## src/core/direct_motion_pkg.sv

```systemverilog
package direct_motion_pkg;
  // register word addresses
  localparam logic [15:0] REG_FIXED_IN    = 16'h0106;
  localparam logic [15:0] REG_MOTION_KIND = 16'h0107;
  localparam logic [15:0] REG_POS_LOW     = 16'h0108;
  localparam logic [15:0] REG_POS_HIGH    = 16'h0109;
  localparam logic [15:0] REG_SPEED_LOW   = 16'h010A;
  localparam logic [15:0] REG_SPEED_HIGH  = 16'h010B;
  localparam logic [15:0] REG_ACCEL_LOW   = 16'h010C;
  localparam logic [15:0] REG_ACCEL_HIGH  = 16'h010D;
  localparam logic [15:0] REG_DECEL_LOW   = 16'h010E;
  localparam logic [15:0] REG_DECEL_HIGH  = 16'h010F;
  localparam logic [15:0] REG_RUN_CURRENT = 16'h0110;
  localparam logic [15:0] REG_FORWARD     = 16'h0111;
  localparam logic [15:0] REG_FIXED_OUT   = 16'h011E;

  // slot indices inside the writable window
  localparam int SLOT_COUNT   = 12;
  localparam int SLOT_FIXED   = 0;
  localparam int SLOT_KIND    = 1;
  localparam int SLOT_POS     = 2;
  localparam int SLOT_SPEED   = 4;
  localparam int SLOT_ACCEL   = 6;
  localparam int SLOT_DECEL   = 8;
  localparam int SLOT_CURRENT = 10;
  localparam int SLOT_FORWARD = 11;

  // fixed input / output bit positions
  localparam int BIT_LAUNCH_STROBE    = 8;
  localparam int BIT_LAUNCH_STYLE     = 9;
  localparam int BIT_DIRECT_CMD_READY = 6;
  localparam int BIT_QUEUE_FULL       = 7;
  localparam int BIT_LAUNCH_ECHO      = 8;

  // trigger select codes, two's complement in 16 bits
  localparam logic [15:0] LAUNCH_STROBE_SEL_KIND    = 16'hFFFA;
  localparam logic [15:0] LAUNCH_STROBE_SEL_POS     = 16'hFFFB;
  localparam logic [15:0] LAUNCH_STROBE_SEL_SPEED   = 16'hFFFC;
  localparam logic [15:0] LAUNCH_STROBE_SEL_ACCEL   = 16'hFFFD;
  localparam logic [15:0] LAUNCH_STROBE_SEL_DECEL   = 16'hFFFE;
  localparam logic [15:0] LAUNCH_STROBE_SEL_CURRENT = 16'hFFFF;
  localparam logic [15:0] LAUNCH_STROBE_SEL_OFF     = 16'h0000;
  localparam logic [15:0] LAUNCH_STROBE_SEL_ANY     = 16'h0001;
  localparam logic [15:0] LAUNCH_STROBE_SEL_RESET   = 16'h0001;

  localparam logic [15:0] KIND_INCREMENTAL_CMD = 16'h0002;
  localparam logic [15:0] FORWARD_EXEC         = 16'h0000;
  localparam logic [15:0] FORWARD_BUFFER       = 16'h0001;

  // reset image of slots 11 down to 0
  localparam logic [SLOT_COUNT*16-1:0] SLOT_RESET_VEC = {
    16'h0000, 16'h03E8, 16'h000F, 16'h4240, 16'h000F, 16'h4240,
    16'h0000, 16'h03E8, 16'h0000, 16'h0000, 16'h0002, 16'h0000};

  // kind16 + pos32 + speed32 + accel32 + decel32 + current16
  localparam int CMD_SET_W = 160;

  // exec set after reset, kind word on top, current word at the bottom
  localparam logic [CMD_SET_W-1:0] EXEC_RESET_SET = {
    16'h0002, 16'h0000, 16'h0000, 16'h0000, 16'h03E8,
    16'h000F, 16'h4240, 16'h000F, 16'h4240, 16'h03E8};
endpackage : direct_motion_pkg

```

## src/core/direct_motion_trigger_queue.sv

```systemverilog
`timescale 1ns/1ps
module direct_motion_trigger_queue
  import direct_motion_pkg::*;
(
  input  wire logic                 clk,
  input  wire logic                 rst,
  input  wire logic                 regWrEn,
  input  wire logic                 regRdEn,
  input  wire logic [15:0]          regAddr,
  input  wire logic [15:0]          regWrData,
  output logic      [15:0]          regRdData,
  output logic                      regRdValid,
  input  wire logic                 trigSelWrEn,
  input  wire logic [15:0]          trigSelWrData,
  input  wire logic                 motorIdle,
  input  wire logic                 motorContinuous,
  input  wire logic                 motionDone,
  output logic                      cmdLoad,
  output logic      [15:0]          execKind,
  output logic      [31:0]          execPosition,
  output logic      [31:0]          execSpeed,
  output logic      [31:0]          execAccel,
  output logic      [31:0]          execDecel,
  output logic      [15:0]          execCurrent,
  output logic                      execIncremental,
  output logic                      direct_cmd_ready,
  output logic                      direct_queue_full,
  output logic                      launch_echo
);

  logic [15:0]          slotVal [SLOT_COUNT];
  logic [15:0]          slotPrev [SLOT_COUNT];
  logic [SLOT_COUNT-1:0] slotChg;
  logic [SLOT_COUNT-1:0] slotWr;

  genvar g;
  generate
    for (g = 0; g < SLOT_COUNT; g++)
    begin : gSlot
      assign slotWr[g] = regWrEn && (regAddr == 16'(REG_FIXED_IN + g));
      param_word_tracker #(
        .RESET_VAL (SLOT_RESET_VEC[g*16 +: 16])
      ) uTrack (
        .clk       (clk),
        .rst       (rst),
        .wrEn      (slotWr[g]),
        .wrData    (regWrData),
        .value     (slotVal[g]),
        .prevValue (slotPrev[g]),
        .changed   (slotChg[g])
      );
    end
  endgenerate

  logic [15:0] trigSel_r;
  always_ff @(posedge clk)
  begin
    if (rst)
      trigSel_r <= LAUNCH_STROBE_SEL_RESET;
    else if (trigSelWrEn)
      trigSel_r <= trigSelWrData;
  end

  wire launchBit  = slotVal[SLOT_FIXED][BIT_LAUNCH_STROBE];
  wire launchPrev = slotPrev[SLOT_FIXED][BIT_LAUNCH_STROBE];
  wire launchRise = launchBit && !launchPrev;
  wire levelStyle = slotVal[SLOT_FIXED][BIT_LAUNCH_STYLE];
  wire enabled    = (trigSel_r != LAUNCH_STROBE_SEL_OFF);

  // a 32-bit value changes when either of its halves does
  wire kindChg  = slotChg[SLOT_KIND];
  wire posChg   = slotChg[SLOT_POS] || slotChg[SLOT_POS+1];
  wire spdChg   = slotChg[SLOT_SPEED] || slotChg[SLOT_SPEED+1];
  wire accChg   = slotChg[SLOT_ACCEL] || slotChg[SLOT_ACCEL+1];
  wire decChg   = slotChg[SLOT_DECEL] || slotChg[SLOT_DECEL+1];
  wire curChg   = slotChg[SLOT_CURRENT];
  wire anyChg   = kindChg || posChg || spdChg || accChg || decChg || curChg;

  logic qualChg;
  always_comb
  begin
    case (trigSel_r)
      LAUNCH_STROBE_SEL_ANY:     qualChg = anyChg;
      LAUNCH_STROBE_SEL_KIND:    qualChg = kindChg;
      LAUNCH_STROBE_SEL_POS:     qualChg = posChg;
      LAUNCH_STROBE_SEL_SPEED:   qualChg = spdChg;
      LAUNCH_STROBE_SEL_ACCEL:   qualChg = accChg;
      LAUNCH_STROBE_SEL_DECEL:   qualChg = decChg;
      LAUNCH_STROBE_SEL_CURRENT: qualChg = curChg;
      default:          qualChg = 1'b0;
    endcase
  end

  // level style: entered on the rise, held while the strobe stays high
  logic levelActive_r;
  always_ff @(posedge clk)
  begin
    if (rst)
      levelActive_r <= 1'b0;
    else if (!launchBit || !enabled || !levelStyle)
      levelActive_r <= 1'b0;
    else if (launchRise)
      levelActive_r <= 1'b1;
  end

  // the change is acted on in the cycle it first appears
  wire levelStart = levelStyle && levelActive_r && launchBit && qualChg;
  wire startEvt   = enabled && (launchRise || levelStart);

  // low word at even address, high word at the next
  wire [CMD_SET_W-1:0] liveSet = {
    slotVal[SLOT_KIND],
    slotVal[SLOT_POS+1],   slotVal[SLOT_POS],
    slotVal[SLOT_SPEED+1], slotVal[SLOT_SPEED],
    slotVal[SLOT_ACCEL+1], slotVal[SLOT_ACCEL],
    slotVal[SLOT_DECEL+1], slotVal[SLOT_DECEL],
    slotVal[SLOT_CURRENT]};

  wire fwdBuffer = (slotVal[SLOT_FORWARD] == FORWARD_BUFFER);
  wire bypass    = motorIdle || motorContinuous;

  logic                 full_r;
  logic [CMD_SET_W-1:0] bufSet_r;
  logic [CMD_SET_W-1:0] execSet_r;
  logic                 cmdLoad_r;

  // a draining buffer wins the execution slot over a same-cycle start
  wire drainEvt  = full_r && motionDone;
  wire direct    = startEvt && (!fwdBuffer || bypass) && !drainEvt;
  wire bufLoad   = startEvt && fwdBuffer && !bypass && !full_r;

  always_ff @(posedge clk)
  begin
    if (rst)
    begin
      full_r    <= 1'b0;
      bufSet_r  <= '0;
      execSet_r <= EXEC_RESET_SET;
      cmdLoad_r <= 1'b0;
    end
    else
    begin
      cmdLoad_r <= drainEvt || direct;
      if (drainEvt)
        execSet_r <= bufSet_r;
      else if (direct)
        execSet_r <= liveSet;
      if (bufLoad)
        bufSet_r <= liveSet;
      if (bufLoad)
        full_r <= 1'b1;
      else if (drainEvt)
        full_r <= 1'b0;
    end
  end

  logic echo_r;
  always_ff @(posedge clk)
  begin
    if (rst)
      echo_r <= 1'b0;
    else
      echo_r <= launchBit;
  end

  assign cmdLoad         = cmdLoad_r;
  assign execKind        = execSet_r[159:144];
  assign execPosition    = execSet_r[143:112];
  assign execSpeed       = execSet_r[111:80];
  assign execAccel       = execSet_r[79:48];
  assign execDecel       = execSet_r[47:16];
  assign execCurrent     = execSet_r[15:0];
  assign execIncremental = (execKind == KIND_INCREMENTAL_CMD);
  assign direct_queue_full = full_r;
  // ready drops while the trigger select is zero or the queue is full, even if a stopped or continuous motor could take a set directly
  assign direct_cmd_ready  = enabled && !full_r;
  assign launch_echo       = echo_r;

  wire [15:0] outWord = 16'((16'(direct_cmd_ready) << BIT_DIRECT_CMD_READY)
                      | (16'(full_r) << BIT_QUEUE_FULL)
                      | (16'(echo_r) << BIT_LAUNCH_ECHO));

  wire [15:0] rdIdx   = 16'(regAddr - REG_FIXED_IN);
  wire        inSlots = (regAddr >= REG_FIXED_IN) && (regAddr <= REG_FORWARD);
  wire [15:0] rdMux   = inSlots ? slotVal[rdIdx[3:0]] :
                        (regAddr == REG_FIXED_OUT) ? outWord : 16'h0000;

  logic [15:0] rdData_r;
  logic        rdValid_r;
  always_ff @(posedge clk)
  begin
    if (rst)
    begin
      rdData_r  <= 16'h0000;
      rdValid_r <= 1'b0;
    end
    else
    begin
      rdValid_r <= regRdEn;
      if (regRdEn)
        rdData_r <= rdMux;
    end
  end

  assign regRdData  = rdData_r;
  assign regRdValid = rdValid_r;
endmodule : direct_motion_trigger_queue

```

## src/core/param_word_tracker.sv

```systemverilog
`timescale 1ns/1ps
module param_word_tracker
  import direct_motion_pkg::*;
#(
  parameter logic [15:0] RESET_VAL = 16'h0000
)
(
  input  wire logic        clk,
  input  wire logic        rst,
  input  wire logic        wrEn,
  input  wire logic [15:0] wrData,
  output logic      [15:0] value,
  output logic      [15:0] prevValue,
  output logic             changed
);

  logic [15:0] value_r;
  logic [15:0] prev_r;

  always_ff @(posedge clk)
  begin
    if (rst)
    begin
      value_r <= RESET_VAL;
      prev_r  <= RESET_VAL;
    end
    else
    begin
      if (wrEn)
        value_r <= wrData;
      prev_r <= value_r;
    end
  end

  // an identical rewrite leaves value equal to its image
  assign changed   = (value_r != prev_r);
  assign value     = value_r;
  assign prevValue = prev_r;
endmodule : param_word_tracker
```

## config.mk

```make
export PLATFORM = sky130hd
export DESIGN_NAME = direct_motion_trigger_queue
export DESIGN_NICKNAME = d
export VERILOG_FILES = /design/src/core/direct_motion_pkg.sv /design/src/core/direct_motion_trigger_queue.sv /design/src/core/param_word_tracker.sv
export SDC_FILE = /design/constraint.sdc
export NUM_CORES = 1
export LEC_CHECK = 0
export BUFFER_PORTS_ARGS = -buffer_cell sky130_fd_sc_hd__buf_2
export CAP_MARGIN = 20
export CORE_ASPECT_RATIO = 0.5
export CORE_MARGIN = 8
export CORE_UTILIZATION = 65
export CTS_BUF_LIST = sky130_fd_sc_hd__clkbuf_4 sky130_fd_sc_hd__clkbuf_8 sky130_fd_sc_hd__clkbuf_16
export DETAILED_ROUTE_END_ITERATION = 6
export PLACE_DENSITY = 0.84
export SYNTH_ARGS = -nofsm -noshare
export SYNTH_HDL_FRONTEND = slang
export SYNTH_HIERARCHICAL = 1
export SYNTH_SLANG_ARGS = --single-unit
export TNS_END_PERCENT = 5
```

## constraint.sdc

```tcl
create_clock -name clk -period 7.7 [get_ports clk]
set_input_delay 0 -clock clk [delete_from_list [all_inputs] [get_ports clk]]
set_output_delay 0 -clock clk [all_outputs]
set_load 0.03 [all_outputs]
```

==> metrics.cfg, run 1 <==
[run_status]
outcome = finished with violations
failed_checks = design-rule violations

[pwr]
cellLeakagePower_uw = 0.0123
power_density_mw_per_mm2 = 209
ir_drop_uv = 184

[sta]
maxSlewHeadroom_pct = 20.9
hold_violations = 0
rsz0062_at_grt = no
worst_pin_slew_ps = 1180
finalSetupViolCount = 0
finalCritPeriodShare_pct = 64.4
slew_violations = 0
finalWorstSetupSlack_ps = 2740
fin_worst_skew_ps = 29.4
tns_ps = 0
min_period_ps = 4960
max_freq_mhz = 202

[clock_tree]
clk_path_buf_depth = 3
cts.clk_slew.worst_paths_ps = 70
cts-resized-gates = 0
clock_latency_ps = 620
cts.sinks = 710
hold_buffers = 53
cts_max_level = 2
cts_buffers = 57
root_buffer = clkbuf_16
postCtsSetupBuffers = 0
cts_tree = built

[job]
drv_cap = 0

[finish]
drive_above_1_share_pct = 14.3
final_nets = 3317
synthToLayoutAreaGrowth_pct = 11.3

[global_routing]
grtUsageTotal_pct = 34.1
grt_max_degree = 177
grt_overflow = 0
antenna_found_initial = 7
grt_pass1_vias = 24600
grt_pass1_wl_um = 148000

[worst_setup_path]
end_kind = flop
critPathArrivalTime_ps = 5470
critPathRequiredTime_ps = 8210
critPathLaunchType = flop
worst-path-max-fanout = 71
path_class = flop to flop

[detailed_routing]
ant_nets = 0
drt_iter0_drc = 4480
wl_per_cell_um = 24.8
dr.pass1.iters = 7
vias = 26600
viasPerCell = 6.78
drt_drc_violations_left = 1
wirelength_um = 97400

[floorplan]
io_pins = 238
die_h_um = 168
fp.coreArea_mm2 = 0.0455
die_area_mm2 = 0.0540
die_x_um = 321
rows = 55
start_util_pct = 66.3

[place]
dpl.hpwl_um = 59000
gp_congestion = 0.945
dp_slack_ps = 3250
port_buffers = 237

[synthesis]
synth_area_per_cell_um2 = 9.46
yosysWarnings = 6
syn_area_mm2 = 0.0302
synthCells = 3187
synth_nets = 3244

[worst_hold_path]
hold_path.class = input port to flop

critical path, cell delays in order (launching register included):
cell,delay (ps)
dfxtp_1,360
xor2_1,180
nor4_1,480
nand4_1,270
nor4_1,900
nand3_1,240
and4_1,290
o311ai_4,230
buf_4,600
buf_4,820
nand3_1,160
a21oi_1,260
final cells by class:
| cell class | instances | area (um^2) |
|---|---|---|
| repair buffers | 332 | 2090 |
| fillers | 3123 | 11900 |
| diodes | 1 | 2.50 |
| clock buffers | 87 | 1790 |
| well taps | 627 | 785 |
| multi-input cells | 2155 | 14500 |
| inverters | 4 | 15.0 |
| flip-flops and latches | 710 | 14200 |
| clock inverters | 11 | 140 |
registers in the layout (all words and copies together), names as in the netlist:
| signal | count |
|---|---|
| gSlot.uTrack/prevValue | 161 |
| launch_echo | 1 |
| gSlot.uTrack/value | 192 |
| levelActive_r | 1 |
| direct_queue_full | 1 |
| regRdValid | 1 |
| regRdData | 16 |
| execSet_r | 160 |
| trigSel_r | 16 |
| cmdLoad | 1 |
| bufSet_r | 160 |
power by group:
part | internal, uW | switching, uW
sequential | 3680 | 9.54
combinational | 73.6 | 185
clock | 1690 | 1370
layout by cell type (no fill, tap or decap), types with 29 or more instances in the layout:
cell type and instances:
o211ai_1 162, buf_2 235, mux4_2 48, dlygate4sd3_1 53, a21oi_1 202, a311oi_1 133, nand2_1 138, nor4_1 78
mux2i_1 196, and3_1 29, buf_4 39, nand3_1 315, nor3_1 138, dfxtp_1 709, a211oi_1 30, nor2_1 213
xor2_1 160, nor2b_1 162, clkbuf_16 59
per-stage QoR:
stage	instance area, um^2	utilization (%)	std cells	total power [uW]	hold slack, ps
after detailed placement	31100	68.4	3775	3990	228
after CTS	33600	73.8	3926	6980	1.52
after global routing	33600	73.8	3927	7150	100
after floorplan	30200	-	3187	3900	71.6
final	33600	73.8	3927	7000	40.7
after global placement	31100	68.4	3774	3990	227
per-layer routing:
| metal | routed length [um] | up-vias | global-route usage, % |
|---|---|---|---|
| li1 | - | 11700 | - |
| met1 | 37500 | 12700 | 45.4 |
| met2 | 41800 | 1845 | 50.8 |
| met3 | 13200 | 365 | 11.3 |
| met4 | 4810 | 8 | 14.0 |
| met5 | 40 | - | 0 |
final timing paths:
path,startpoint,end,slack [ps],cells after the start
max,gSlot[3].uTrack/value[14],bufSet_r[124],2740,11
max reg2reg,gSlot[3].uTrack/value[14],bufSet_r[124],2740,11
min reg2reg,bufSet_r[62],bufSet_r[62],460,2
min,regAddr[3],regRdData[6],40,5
Note: power is estimated with default switching activity, not from simulation.
==> run 2: changes to the inputs <==
--- a/config.mk
+++ b/config.mk
@@ -9,10 +9,10 @@
 export CAP_MARGIN = 20
 export CORE_ASPECT_RATIO = 0.5
 export CORE_MARGIN = 8
-export CORE_UTILIZATION = 65
+export CORE_UTILIZATION = 60
 export CTS_BUF_LIST = sky130_fd_sc_hd__clkbuf_4 sky130_fd_sc_hd__clkbuf_8 sky130_fd_sc_hd__clkbuf_16
 export DETAILED_ROUTE_END_ITERATION = 6
-export PLACE_DENSITY = 0.84
+export PLACE_DENSITY = 0.79
 export SYNTH_ARGS = -nofsm -noshare
 export SYNTH_HDL_FRONTEND = slang
 export SYNTH_HIERARCHICAL = 1
==> constraint.sdc (replaced) <==
create_clock -name clk -period 5 [get_ports clk]
set_input_delay 0 -clock clk [delete_from_list [all_inputs] [get_ports clk]]
set_output_delay 0 -clock clk [all_outputs]
set_load 0.03 [all_outputs]
==> run 2 against run 1 <==
Effect of this change: the run now ends clean; sequential cell count unchanged; global-route usage down 2.3 points; combinational power up 53%; power up 58%; wire length up 0.16%; sequential power up 54%; clock power up 62%; design area up 0.95%; largest cell class unchanged; first-iteration DRC count down 17%; cell count up 1.2%; sequential share of layout area down 0.40 points; via count down 0.97%.
==> metrics.cfg, run 2 (synthesis gave the netlist of run 1 again) <==
[pwr]
power_density_mw_per_mm2 = 326
ir_drop_uv = 275
cellLeakagePower_uw = 0.0124

[floorplan]
start_util_pct = 60.4
die_area_mm2 = 0.0581
die_h_um = 175
io_pins = 238
fp.coreArea_mm2 = 0.0499
die_x_um = 333
rows = 58

[detailed_routing]
vias = 26400
dr.pass1.iters = 5
drt_drc_violations_left = 0
ant_nets = 0
viasPerCell = 6.64
wirelength_um = 97500
drt_iter0_drc = 3725
wl_per_cell_um = 24.6

[worst_setup_path]
critPathRequiredTime_ps = 5530
end_kind = flop
worst-path-max-fanout = 83
critPathLaunchType = flop
critPathArrivalTime_ps = 4690
path_class = flop to flop

[global_routing]
grt_overflow = 0
antenna_found_initial = 3
grt_pass1_wl_um = 150000
grtUsageTotal_pct = 31.8
grt_max_degree = 162
grt_pass1_vias = 24600

[finish]
drive_above_1_share_pct = 14.7
largest_reg_flops = 192
synthToLayoutAreaGrowth_pct = 12.4
mostFrequentLayoutCells = dfxtp_1, nand3_1, buf_2, nor2_1, a21oi_1
final_nets = 3319
postLayoutCoreUtil_pct = 67.9
layout_commonest_cell = dfxtp_1

[sta]
worst_pin_slew_ps = 1150
finalWorstSetupSlack_ps = 837
maxSlewHeadroom_pct = 23.4
slew_violations = 0
max_freq_mhz = 240
worst_hold_slack_ps = 41.2
fin_worst_skew_ps = 17.7
min_period_ps = 4160
hold_violations = 0
tns_ps = 0
finalSetupViolCount = 0
rsz0062_at_grt = no
finalCritPeriodShare_pct = 83.3

[clock_tree]
root_buffer = clkbuf_16
cts-resized-gates = 0
cts.sinks = 710
cts_max_level = 2
cts_buffers = 59
clk_path_buf_depth = 3
clock_latency_ps = 620
cts.clk_slew.worst_paths_ps = 70
cts_tree = built

[worst_hold_path]
hold_path.class = input port to flop

[run_status]
outcome = finished, final reports clean

[place]
port_buffers = 237
gp_congestion = 0.979
dp_slack_ps = 989
dpl.hpwl_um = 59100

[job]
drv_cap = 0

==> run 2: worst paths after layout <==
path / cells after the start / to / slack, ps / start
worst min-delay path: 3 / gSlot[3].uTrack/value[13] / 40 / regWrData[13]
worst max-delay path: 11 / bufSet_r[26] / 840 / gSlot[2].uTrack/value[0]
worst min register to register: 2 / bufSet_r[64] / 460 / bufSet_r[64]
worst max register to register: 11 / bufSet_r[26] / 840 / gSlot[2].uTrack/value[0]
==> run 2: what timing repair did <==
| action | CTS | global route |
|---|---|---|
| hold buffers | 50 | 0 |
| buffers inserted | 0 | 0 |
| hold endpoints to repair | 256 | 0 |
==> run 2: stage by stage <==
stage | cell area [um^2] | std cells | power, uW
3_5_place_dp | 31300 | 3811 | 6140
5_1_grt | 33900 | 3972 | 11300
4_1_cts | 33900 | 3970 | 11000
2_1_floorplan | 30200 | 3187 | 6000
3_3_place_gp | 31300 | 3810 | 6140
6_report | 33900 | 3973 | 11000
==> run 2: worst max-delay path, cell delays in order (launching register included) <==
cell and delay [ps]:
dfxtp_1 560, xor2_1 220, nor4_1 100, nand4_1 280, nor2_1 80, a2111oi_0 740, o211ai_1 280, a31oi_4 740
buf_12 400, buf_4 320, o211ai_1 110, a21oi_1 190
==> run 2: metal layers <==
layer,GRT usage [%],share of wire (%)
met1,43.1,40
met3,9.51,12
met5,0,0
met2,48.2,44
met4,11.1,3.6
==> run 2: cell type report <==
| class | count | area [um^2] |
|---|---|---|
| fillers | 3763 | 16000 |
| multi-input cells | 2155 | 14500 |
| flip-flops and latches | 710 | 14200 |
| repair buffers | 332 | 2210 |
| clock buffers | 86 | 1800 |
| well taps | 660 | 826 |
| clock inverters | 23 | 279 |
| inverters | 4 | 15.0 |
| diodes | 3 | 7.51 |
==> run 2: power by group <==
group	internal (uW)	leakage, uW	total [uW]	switching (uW)
Clock	2810	0.00105	4970	2160
Combinational	115	0.00562	397	282
Sequential	5660	0.00572	5670	12.6
Total	8590	0.0124	11000	2460
